### config.mk
export PLATFORM = sky130hd
export DESIGN_NAME = retimer_channel_eq_control
export DESIGN_NICKNAME = d
export VERILOG_FILES = /design/src/hw/retimer_pkg.sv /design/src/hw/retimer_channel_eq_control.sv
export SDC_FILE = /design/constraint.sdc
export NUM_CORES = 1
export LEC_CHECK = 0
export BUFFER_PORTS_ARGS = -buffer_cell sky130_fd_sc_hd__buf_4
export CAP_MARGIN = 30
export CELL_PAD_IN_SITES_DETAIL_PLACEMENT = 2
export CELL_PAD_IN_SITES_GLOBAL_PLACEMENT = 2
export CORE_MARGIN = 10
export CORE_UTILIZATION = 35
export CTS_CLUSTER_DIAMETER = 100
export CTS_CLUSTER_SIZE = 30
export DETAILED_ROUTE_END_ITERATION = 7
export PLACE_DENSITY_LB_ADDON = 0.1
export SKIP_LAST_GASP = 1
export SYNTH_ARGS = -nofsm -noshare
export SYNTH_HDL_FRONTEND = slang
export SYNTH_SLANG_ARGS = --single-unit
### constraint.sdc
create_clock -name clock -period 5 [get_ports clock]
set_input_delay 0.75 -clock clock [delete_from_list [all_inputs] [get_ports clock]]
set_output_delay 0.75 -clock clock [all_outputs]
set_load 0.005 [all_outputs]
### src/hw/retimer_pkg.sv
// constants and types for the retimer channel control block
package retimer_pkg;
  // channel register offsets
  localparam logic [7:0] ADDR_EQ_GAIN = 8'h13;
  localparam logic [7:0] ADDR_BOOST_FIRST = 8'h40;
  localparam logic [7:0] ADDR_BOOST_LAST = 8'h4F;
  localparam logic [7:0] ADDR_GAIN_AMP = 8'h8E;
  localparam logic [7:0] ADDR_ADAPT_STATUS = 8'h90;
  // field positions
  localparam int EQ_DC_GAIN_BIT = 5;
  localparam int GAIN_AMP_BIT = 0;
  // reset values
  localparam logic [7:0] EQ_GAIN_RESET = 8'h00;
  localparam logic [7:0] GAIN_AMP_RESET = 8'h00;
  localparam logic [7:0] BOOST_ENTRY_RESET = 8'h00;
  // boost table shape
  localparam int BOOST_ENTRIES = 16;
  localparam int BOOST_STAGES = 4;
  localparam int STAGE_BITS = 2;
  // timing
  localparam int CLOCK_KHZ = 20_000;
  localparam int SETTLE_NS = 1000;
  localparam int SETTLE_CYCLES = (SETTLE_NS * CLOCK_KHZ + 999_999) / 1_000_000;
  localparam logic [4:0] SETTLE_LAST = 5'(SETTLE_CYCLES - 1);
  localparam logic [15:0] PPM_WINDOW_EDGES = 16'h00FA;
  // feedback equalizer
  localparam int FB_TAPS = 5;
  localparam logic [4:0] TAP1_MAX = 5'h1F;
  localparam logic [4:0] TAPN_MAX = 5'h0F;
  localparam logic [4:0] TAPS12_MASK = 5'h03;
  localparam logic [4:0] TAPS_ALL_MASK = 5'h1F;

  typedef enum logic [3:0] {
    ST_OFF = 4'b0001,
    ST_SEARCH = 4'b0010,
    ST_WAIT_LOCK = 4'b0100,
    ST_FROZEN = 4'b1000
  } adapt_state_t;

  typedef enum logic [1:0] {
    OUT_RETIMED = 2'h0,
    OUT_RAW = 2'h1,
    OUT_PATTERN = 2'h2,
    OUT_MUTE = 2'h3
  } out_mode_t;

  typedef enum logic [1:0] {
    FB_ALL = 2'h0,
    FB_TAPS12 = 2'h1,
    FB_NONE = 2'h2
  } fb_extent_t;

  typedef struct packed {
    logic enable;
    logic adapt_en;
    logic continuous;
    fb_extent_t extent;
  } fb_ctrl_t;

  typedef struct packed {
    logic signed [4:0] pre;
    logic signed [5:0] main;
    logic signed [4:0] post;
  } fir_coef_t;
endpackage

### src/hw/retimer_channel_eq_control.sv
// per-channel equalizer, routing, ppm and fir control of the retimer data path
module retimer_channel_eq_control
  import retimer_pkg::*;
(
  input wire logic clock,
  input wire logic rst_n,
  input wire logic [7:0] reg_addr,
  input wire logic reg_wr,
  input wire logic [7:0] reg_wdata,
  input wire logic reg_rd,
  output logic [7:0] reg_rdata,
  input wire logic sig_detect_pin,
  input wire logic sd_override_en,
  input wire logic sd_override_val,
  output logic power_on,
  input wire logic rec_lock,
  input wire logic rec_reset,
  input wire logic readapt,
  input wire logic [7:0] horizontal_eye_opening,
  input wire logic [7:0] vertical_eye_opening,
  output logic [7:0] boost,
  output logic vga_gain,
  output logic eq_dc_gain,
  input wire logic own_data,
  input wire logic partner_data,
  input wire logic xp_enable,
  input wire logic xp_take_partner,
  output logic rec_data,
  input wire fb_ctrl_t fb_ctrl,
  input wire logic [24:0] fb_manual_weight,
  input wire logic [4:0] fb_manual_pol,
  input wire logic fb_err_valid,
  input wire logic [4:0] fb_err_up,
  input wire logic [4:0] fb_err_down,
  output logic [4:0] fb_tap_on,
  output logic [24:0] fb_weight,
  output logic [4:0] fb_pol,
  input wire out_mode_t out_mode,
  input wire logic checker_route,
  input wire logic bit_valid,
  input wire logic retimed_bit,
  input wire logic raw_bit,
  input wire logic pattern_bit,
  output logic checker_data,
  input wire logic cal_clk_pin,
  input wire logic vco_tick,
  input wire logic [15:0] rate_expected,
  input wire logic [15:0] rate_tolerance,
  output logic rate_ok,
  input wire fir_coef_t fir_coef,
  output logic signed [7:0] fir_level,
  output logic [6:0] swing_pp
);

  logic [7:0] boost_table_reg [BOOST_ENTRIES];
  logic [7:0] eq_gain_reg;
  logic [7:0] gain_amp_reg;
  logic [7:0] rdata_reg;
  logic [2:0] sd_sync_reg;
  logic sd_lvl_reg;
  logic power_reg;
  adapt_state_t state_reg;
  logic [3:0] idx_reg;
  logic [4:0] settle_reg;
  logic [8:0] best_merit_reg;
  logic [3:0] best_idx_reg;
  logic [7:0] boost_reg;
  logic [8:0] merit;
  logic [3:0] winner_idx;
  logic step_done;
  logic rec_data_reg;
  logic [4:0] tap_w_reg [FB_TAPS];
  logic [4:0] tap_on_reg;
  logic [24:0] fb_weight_reg;
  logic [4:0] fb_pol_reg;
  logic [4:0] tap_mask;
  logic fb_adapting;
  logic [2:0] tx_bits_reg;
  logic tx_bit;
  logic checker_reg;
  logic signed [7:0] fir_level_reg;
  logic [6:0] swing_reg;
  logic [2:0] cal_sync_reg;
  logic cal_lvl_reg;
  logic cal_rise;
  logic [15:0] cal_edges_reg;
  logic [15:0] vco_count_reg;
  logic rate_ok_reg;
  logic window_end;

  // register port: writes take effect at the edge, reads answer one cycle later
  always_ff @(posedge clock or negedge rst_n)
  begin
    if (!rst_n)
    begin
      eq_gain_reg <= EQ_GAIN_RESET;
      gain_amp_reg <= GAIN_AMP_RESET;
      for (int i = 0; i < BOOST_ENTRIES; i++)
        boost_table_reg[i] <= BOOST_ENTRY_RESET;
    end
    else if (reg_wr)
    begin
      if (reg_addr == ADDR_EQ_GAIN)
        eq_gain_reg <= reg_wdata;
      if (reg_addr == ADDR_GAIN_AMP)
        gain_amp_reg <= reg_wdata;
      if (reg_addr >= ADDR_BOOST_FIRST && reg_addr <= ADDR_BOOST_LAST)
        boost_table_reg[reg_addr[3:0]] <= reg_wdata;
    end
  end

  always_ff @(posedge clock or negedge rst_n)
  begin
    if (!rst_n)
      rdata_reg <= 8'h00;
    else if (reg_rd)
    begin
      if (reg_addr == ADDR_EQ_GAIN)
        rdata_reg <= eq_gain_reg;
      else if (reg_addr == ADDR_GAIN_AMP)
        rdata_reg <= gain_amp_reg;
      else if (reg_addr >= ADDR_BOOST_FIRST && reg_addr <= ADDR_BOOST_LAST)
        rdata_reg <= boost_table_reg[reg_addr[3:0]];
      else if (reg_addr == ADDR_ADAPT_STATUS)
        rdata_reg <= {state_reg, best_idx_reg};
      else
        rdata_reg <= 8'h00;
    end
  end

  // signal detect pin: three flops, level taken once the last two agree
  always_ff @(posedge clock or negedge rst_n)
  begin
    if (!rst_n)
    begin
      sd_sync_reg <= 3'h0;
      sd_lvl_reg <= 1'b0;
      power_reg <= 1'b0;
    end
    else
    begin
      sd_sync_reg <= {sd_sync_reg[1:0], sig_detect_pin};
      if (sd_sync_reg[1] == sd_sync_reg[2])
        sd_lvl_reg <= sd_sync_reg[2];
      power_reg <= sd_override_en ? sd_override_val : sd_lvl_reg;
    end
  end

  // figure of merit weights both eye openings equally
  assign merit = {1'b0, horizontal_eye_opening} + {1'b0, vertical_eye_opening};
  assign step_done = (settle_reg == SETTLE_LAST);
  assign winner_idx = (merit > best_merit_reg || idx_reg == 4'h0) ? idx_reg : best_idx_reg;

  always_ff @(posedge clock or negedge rst_n)
  begin
    if (!rst_n)
    begin
      state_reg <= ST_OFF;
      idx_reg <= 4'h0;
      settle_reg <= 5'h00;
      best_merit_reg <= 9'h000;
      best_idx_reg <= 4'h0;
      boost_reg <= 8'h00;
    end
    else if (!power_reg)
      state_reg <= ST_OFF;
    else
    begin
      case (state_reg)
        ST_OFF:
        begin
          state_reg <= ST_SEARCH;
          idx_reg <= 4'h0;
          settle_reg <= 5'h00;
        end
        ST_SEARCH:
        begin
          boost_reg <= boost_table_reg[idx_reg];
          settle_reg <= step_done ? 5'h00 : settle_reg + 5'h01;
          if (step_done)
          begin
            best_idx_reg <= winner_idx;
            best_merit_reg <= (winner_idx == idx_reg) ? merit : best_merit_reg;
            idx_reg <= idx_reg + 4'h1;
            if (idx_reg == 4'hF)
            begin
              boost_reg <= boost_table_reg[winner_idx];
              state_reg <= ST_WAIT_LOCK;
            end
          end
        end
        ST_WAIT_LOCK:
          if (rec_reset)
            state_reg <= ST_OFF;
          else if (rec_lock)
            state_reg <= ST_FROZEN;
        ST_FROZEN:
          // boost held; any of these restarts the search
          if (readapt || rec_reset || !rec_lock)
            state_reg <= ST_OFF;
        default:
          state_reg <= ST_OFF;
      endcase
    end
  end

  // cross-point: partner data is taken only when this channel's xp_enable and xp_take_partner are both set
  always_ff @(posedge clock or negedge rst_n)
  begin
    if (!rst_n)
      rec_data_reg <= 1'b0;
    else
      rec_data_reg <= (xp_enable && xp_take_partner) ? partner_data : own_data;
  end

  always_comb
  begin
    case (fb_ctrl.extent)
      FB_ALL: tap_mask = TAPS_ALL_MASK;
      FB_TAPS12: tap_mask = TAPS12_MASK;
      default: tap_mask = 5'h00;
    endcase
    if (!fb_ctrl.enable)
      tap_mask = 5'h00;
  end

  assign fb_adapting = fb_ctrl.enable && fb_ctrl.adapt_en &&
    (fb_ctrl.continuous || state_reg == ST_SEARCH);

  // manual taps only load while adaptation is off, so the two never fight
  for (genvar t = 0; t < FB_TAPS; t++)
  begin : g_tap
    localparam logic [4:0] TAP_MAX = (t == 0) ? TAP1_MAX : TAPN_MAX;
    always_ff @(posedge clock or negedge rst_n)
    begin
      if (!rst_n)
      begin
        tap_w_reg[t] <= 5'h00;
        fb_weight_reg[5*t +: 5] <= 5'h00;
        fb_pol_reg[t] <= 1'b0;
      end
      else
      begin
        if (!fb_ctrl.adapt_en)
          tap_w_reg[t] <= (fb_manual_weight[5*t +: 5] > TAP_MAX) ? TAP_MAX : fb_manual_weight[5*t +: 5];
        else if (fb_adapting && fb_err_valid)
        begin
          if (fb_err_up[t] && tap_w_reg[t] < TAP_MAX)
            tap_w_reg[t] <= tap_w_reg[t] + 5'h01;
          else if (fb_err_down[t] && tap_w_reg[t] != 5'h00)
            tap_w_reg[t] <= tap_w_reg[t] - 5'h01;
        end
        fb_weight_reg[5*t +: 5] <= tap_mask[t] ? tap_w_reg[t] : 5'h00;
        fb_pol_reg[t] <= tap_mask[t] & fb_manual_pol[t];
      end
    end
  end

  always_ff @(posedge clock or negedge rst_n)
  begin
    if (!rst_n)
      tap_on_reg <= 5'h00;
    else
      tap_on_reg <= tap_mask;
  end

  always_comb
  begin
    case (out_mode)
      OUT_RETIMED: tx_bit = retimed_bit;
      OUT_RAW: tx_bit = raw_bit;
      OUT_PATTERN: tx_bit = pattern_bit;
      default: tx_bit = 1'b0;
    endcase
  end

  function automatic logic signed [7:0] tap_term(input logic signed [7:0] c, input logic b);
    tap_term = b ? c : -c;
  endfunction

  function automatic logic [6:0] mag(input logic signed [7:0] c);
    mag = c[7] ? 7'(-c) : c[6:0];
  endfunction

  logic signed [7:0] c_pre;
  logic signed [7:0] c_main;
  logic signed [7:0] c_post;
  assign c_pre = {{3{fir_coef.pre[4]}}, fir_coef.pre};
  assign c_main = {{2{fir_coef.main[5]}}, fir_coef.main};
  assign c_post = {{3{fir_coef.post[4]}}, fir_coef.post};

  // bit 0 of tx_bits_reg is the next bit, bit 1 the current, bit 2 the previous
  always_ff @(posedge clock or negedge rst_n)
  begin
    if (!rst_n)
    begin
      tx_bits_reg <= 3'h0;
      fir_level_reg <= 8'sh00;
      swing_reg <= 7'h00;
      checker_reg <= 1'b0;
    end
    else
    begin
      if (bit_valid)
        tx_bits_reg <= {tx_bits_reg[1:0], tx_bit};
      if (out_mode == OUT_MUTE)
        fir_level_reg <= 8'sh00;
      else
        fir_level_reg <= tap_term(c_pre, tx_bits_reg[0]) + tap_term(c_main, tx_bits_reg[1]) +
          tap_term(c_post, tx_bits_reg[2]);
      swing_reg <= mag(c_pre) + mag(c_main) + mag(c_post);
      checker_reg <= checker_route & retimed_bit;
    end
  end

  // calibration clock as a sampled level; slow enough only once divided outside
  assign cal_rise = (cal_sync_reg[1] == cal_sync_reg[2]) && cal_sync_reg[2] && !cal_lvl_reg;
  assign window_end = cal_rise && (cal_edges_reg == PPM_WINDOW_EDGES - 16'h0001);

  always_ff @(posedge clock or negedge rst_n)
  begin
    if (!rst_n)
    begin
      cal_sync_reg <= 3'h0;
      cal_lvl_reg <= 1'b0;
      cal_edges_reg <= 16'h0000;
      vco_count_reg <= 16'h0000;
      rate_ok_reg <= 1'b0;
    end
    else
    begin
      cal_sync_reg <= {cal_sync_reg[1:0], cal_clk_pin};
      if (cal_sync_reg[1] == cal_sync_reg[2])
        cal_lvl_reg <= cal_sync_reg[2];
      if (window_end)
      begin
        cal_edges_reg <= 16'h0000;
        vco_count_reg <= 16'h0000;
        rate_ok_reg <= (vco_count_reg + rate_tolerance >= rate_expected) &&
          (vco_count_reg <= rate_expected + rate_tolerance);
      end
      else
      begin
        if (cal_rise)
          cal_edges_reg <= cal_edges_reg + 16'h0001;
        if (vco_tick && vco_count_reg != 16'hFFFF)
          vco_count_reg <= vco_count_reg + 16'h0001;
      end
    end
  end

  assign reg_rdata = rdata_reg;
  assign power_on = power_reg;
  assign boost = boost_reg;
  assign vga_gain = gain_amp_reg[GAIN_AMP_BIT];
  assign eq_dc_gain = eq_gain_reg[EQ_DC_GAIN_BIT];
  assign rec_data = rec_data_reg;
  assign fb_tap_on = tap_on_reg;
  assign fb_weight = fb_weight_reg;
  assign fb_pol = fb_pol_reg;
  assign checker_data = checker_reg;
  assign rate_ok = rate_ok_reg;
  assign fir_level = fir_level_reg;
  assign swing_pp = swing_reg;
endmodule // retimer_channel_eq_control

[After elaboration in Yosys (flattened, before gate mapping)]
Index checks and enable logic that the tools add are counted.
Operators by class
  reduce and logical (&&, ||, !) cells: 52
  add/sub/neg operators: 24
  eq/ne operators: 29
  muxes and demuxes: 76
  bitwise gates (word level): 9
  magnitude comparators: 19
Operator list (count)
  $mux 5: 32
  $mux 8: 17
  $bwmux 128: 1
  $bmux 8 s4: 3
  $mux 16: 4
  $add 16x1->16 const B: 2
  $add 16x16->16: 2
  $demux 8 s4: 1
  $mux 4: 8
  $add 5x1->5 const B: 6
  $reduce_bool 5->1: 5
  $sub 5x1->5 const B: 5
  $logic_and 1x1->1: 21
  $mux 7: 3
  $gt 5x4->1 const B: 4
  $lt 5x4->1 const B: 4
  $pmux 5 s2: 2
  $reduce_and 2->1: 10
  $add 8x8->8: 2
  $eq 16x8->1 const B: 1
  $eq 8x8->1 const B: 2
  $ge 16x16->1: 1
  $le 16x16->1: 1
  $ne 16x16->1 const B: 1
  40 further kinds: 71
Storage, ports and cells
  output and inout port bits: 72
  register bits after elaboration: 308
  logic and storage cells: 263

[Longest topological paths before layout]
  depth in word-level cells: 10
  gate-level depth with buffers: 21
  depth with buffers taken out: 20

[Least setup slack after synthesis]
Ideal clock, no wire load.
  path kind: input port to flip-flop
  start point: in horizontal_eye_opening[0]
  end point: reg boost_reg[0] (netlist: boost[0])
  data arrival time: 4.733 ns
  data required time: 4.871 ns
  cell stages on the path: 19
  setup time: 0.129 ns
  path slack: 0.137 ns
  cells stage by stage: ha_1 -> fa_1 -> a21oi_1 -> nor2_1 -> nor2_1 -> o21bai_1 -> a21oi_1 -> xnor2_1 -> ha_1 -> a211oi_2 -> nor2_1 -> or4b_4 -> a21oi_4 -> mux2_4 -> buf_6 -> mux4_1 -> mux2_2 -> a21oi_1 -> a31oi_1
Between the ends
  cells in the longest elaborated chain, start to end: 10
Ends and longest elaborated chain
  start, declared: line retimer_channel_eq_control.sv:19  | input wire logic [7:0] horizontal_eye_opening,
  $add 8x8->9: line retimer_channel_eq_control.sv:150  | assign merit = {1'b0, horizontal_eye_opening} + {1'b0, vertical_eye_opening};
  net merit[6]: line retimer_channel_eq_control.sv:68  | logic [8:0] merit;
  $gt 9x9->1: line retimer_channel_eq_control.sv:152  | assign winner_idx = (merit > best_merit_reg || idx_reg == 4'h0) ? idx_reg : best_idx_reg;
  $logic_or 1x1->1: line retimer_channel_eq_control.sv:152
  $mux 4: line retimer_channel_eq_control.sv:152
  $not 4->5 (not written as such): line retimer_channel_eq_control.sv:187  | boost_reg <= boost_table_reg[winner_idx];
  $bmux 8 s4: line retimer_channel_eq_control.sv:187
  $mux 8 (not written as such) (2 in series): line retimer_channel_eq_control.sv:187
  $mux 8: line retimer_channel_eq_control.sv:185  | if (idx_reg == 4'hF)
  $mux 8: line retimer_channel_eq_control.sv:180  | if (step_done)
  end signal, assigned: line retimer_channel_eq_control.sv:178  | boost_reg <= boost_table_reg[idx_reg];
  end signal, assigned: line retimer_channel_eq_control.sv:187
  end, declared: line retimer_channel_eq_control.sv:67  | logic [7:0] boost_reg;
The timed path passes the listed nets, and every way through them passes these cells. The select of a mux whose other input is x is not followed.
A chain may end at the register's enable or synchronous reset.

[Worst setup path after layout]
  start point: in horizontal_eye_opening[0]
  end point: reg boost_reg[4] (netlist: boost[4])
The elaborated chain is that of the path after synthesis.

==> out/metrics.yaml <==
finish:
  final_util_pct: 41.71
  areaGrowthSynthToFinish_pct: 17.30
  drive_gt1_share_pct: 29.81
  fin_area_um2: 23160
  fillers: 5771
  layout_common_cells: "dfrtp_1 (303), buf_4 (262), mux2_2 (170)"
  largest_reg_flops: 128
  final_common_cell: "dfrtp_1"
  nNetsFinal: 2231
yosys:
  synth-seq-cells: 305
  synth_cell_types: 70
  syn-cell-area_um2: 19740
  postSynthAreaPerCell_um2: 11.53
  synth-edff-count: 0
  synth_top_area_share_pct: 38.53
  yosysSeqAreaShare_pct: 38.67
  ys_warn_count: 0
  synth_top_area_cell: "dfrtp_1"
  synthFlopType: "dfrtp_1"
  synthArstFlopShare_pct: 100.0
  synth_area_leaders: "dfrtp_1 (39%), mux2_2 (9.7%), mux4_2 (9.5%), ha_1 (7.8%), mux4_1 (3.9%)"
  syn_inst: 1712
  syn_nets: 2006
sta:
  fmax_mhz: 212.2
  final_max_slew_viol_count: 0
  finalSetupViolCount: 0
  worst_pin_slew_ns: 0.8952
  fin_ws_ns: 0.2866
  rsz0062_at_grt: "no"
  hold_viol_final: 0
  slew_headroom_pct: 40.19
  period_minus_slack_ns: 4.713
  clock_skew_ns: 0.04430
  finalCritPeriodShare_pct: 94.27
route:
  viasPerCell: 5.557
  wl_um: 65340
  wl_per_cell_um: 24.21
  dr.pass1.iters: 5
  drc: 0
  drt_iter0_drc: 568
  final_antenna_net_count: 0
  num_vias: 15000
clock_tree:
  cts_sinks: 305
  htreeDepth: 1
  clock_latency_ns: 0.57
  ctsRootBufferMaster: "clkbuf_16"
  path_clk_slew_ns: 0.11
  cts_hold_buf: 0
  numCtsBuffers: 19
  clock_path_buffers: 3
  cts_tree: "yes"
placed_design:
  hpwlAfterDp_um: 47950
  place_congestion: 0.8153
  numPortBuffers: 220
  place_area_um2: 22400
  pre_cts_ws_ns: -0.4892
floorplan:
  initial_utilization_pct: 35.56
  die_h_um: 257.5
  design.core.area_um2: 55520
  rows: 86
  die-area_um2: 66310
  ioPinCount: 221
  die_w_um: 257.5
pwr:
  p_leak_uw: 0.01087
  seq_power_share_pct: 41.5
  ir_worst_vdd_v: 0.0002577
  p_clk_share_pct: 24.8
  internal-power_uw: 4863
  p_sw_share_pct: 36.12
  finalPower_uw: 7612
  powerDensity_nw_per_um2: 328.7
  pwr-share-comb_pct: 33.7
  p_switching_uw: 2749
worst_setup_path:
  cp-startpoint: "horizontal_eye_opening[0]"
  r2r-start: "vco_count_reg[0]"
  cp.required_ns: 5.43
  crit_type: "primary input to flop"
  start_kind: "primary input"
  cp-end-kind: "flop"
  crit_arrival_ns: 5.15
  worstRegToRegCells: 17
  critPathMaxFanout: 6
  reg2reg_slack_ns: 0.74
  rr_endpoint: "rate_ok"
global_route:
  antenna_found_initial: 3
  grt_pass1_vias: 16970
  grt_overflow_total: 0
  grt_start_max_net_pins: 95
  track_usage_pct: 19.39
  grt_pass1_wl_um: 102400
flow_run:
  max_cap_viol_count: 0
hold_path:
  min_path_type: "primary input to async pin"
run_status:
  status: "complete, no violations"
## timing repair
| action | CTS | global route |
|---|---|---|
| resized for setup | 0 | 6 |
| buffers inserted | 0 | 1 |
| setup endpoints to repair | 0 | 8 |
## worst max-delay path, cell delays in order
cell and delay [ns]:
buf_4 0.11, ha_1 0.21, buf_4 0.14, a21o_1 0.15
a21oi_1 0.19, o21bai_1 0.08, a21oi_1 0.19, o21bai_1 0.08
a21oi_1 0.18, xnor2_1 0.17, ha_1 0.28, o21ai_0 0.17
nor2_1 0.07, or4b_4 0.54, a21oi_4 0.33, mux2_4 0.43
buf_4 0.17, mux4_1 0.45, mux2i_1 0.15, a2bb2oi_1 0.19
a31oi_1 0.10
## synth_stat cells (36+ instances only)
| master | number |
|---|---|
| a21o_1 | 36 |
| a21oi_1 | 74 |
| and2_1 | 39 |
| clkbuf_1 | 43 |
| dfrtp_1 | 304 |
| ha_1 | 123 |
| inv_1 | 73 |
| mux2_2 | 170 |
| mux4_2 | 83 |
| nand2_1 | 146 |
| nor2_1 | 92 |
| o21ai_0 | 81 |
| xnor2_1 | 62 |
| xor2_1 | 40 |
## per-layer routing
layer	GRT usage, %	wire (um)
met1	24.07	27930
met2	34.27	32960
met3	3.376	2748
met4	4.885	1689
met5	0	13
## through the flow
stage          cells  hold slack, ns  TNS (ns)
4_1_cts         2693          0.1617         0
3_5_place_dp    2660          0.3365    -3.616
2_1_floorplan   1712          0.3312         0
5_1_grt         2698          0.1668         0
6_report        2699          0.1455         0
3_3_place_gp    2658          0.3393    -2.321
## area by class of cell
type	count	area, um^2	share of cell area, %
Antenna cell	2	5.005	0.02161
Clock buffer	21	493.0	2.129
Clock inverter	12	209.0	0.9023
Inverter	74	277.8	1.199
Multi-Input combinational cell	1270	11540	49.84
Sequential cell	305	7635	32.97
Tap cell	748	935.9	4.041
Timing Repair Buffer	267	2062	8.904
## worst max-delay path by stage
stage | slack, ns | to | depth (start not counted)
global route | 0.006 | boost[4] | 21
CTS | 0.11 | boost[7] | 21
global placement | -0.32 | boost[4] | 20
finish | 0.29 | boost[4] | 21
detailed placement | -0.49 | boost[7] | 21
floorplan | 0.14 | boost[0] | 19
## kinds of logic (layout without fill, tap and decap cells)
kind of cell	count (synthesis)	after routing	share of synthesized area, %
AND/OR/NAND/NOR	444	444	11.03
buffers and inverters	139	374	3.175
flip-flops	305	305	38.67
adder cells (fa/ha/maj)	146	146	10.08
multiplexers	291	293	23.51
XOR/XNOR	102	102	4.525
other	0	2	0
AO/OA/AOI/OAI	285	285	9.025
## power by group through the flow
stage | sequential (uW) | clock [uW] | combinational (uW)
global route | 3220 | 2050 | 2960
CTS | 3170 | 1970 | 2630
global placement | 3200 | 0 | 2490
detailed placement | 3220 | 0 | 2610
floorplan | 3060 | 0 | 1690
finish | 3160 | 1890 | 2560
Note: power is estimated with default switching activity, not from simulation.
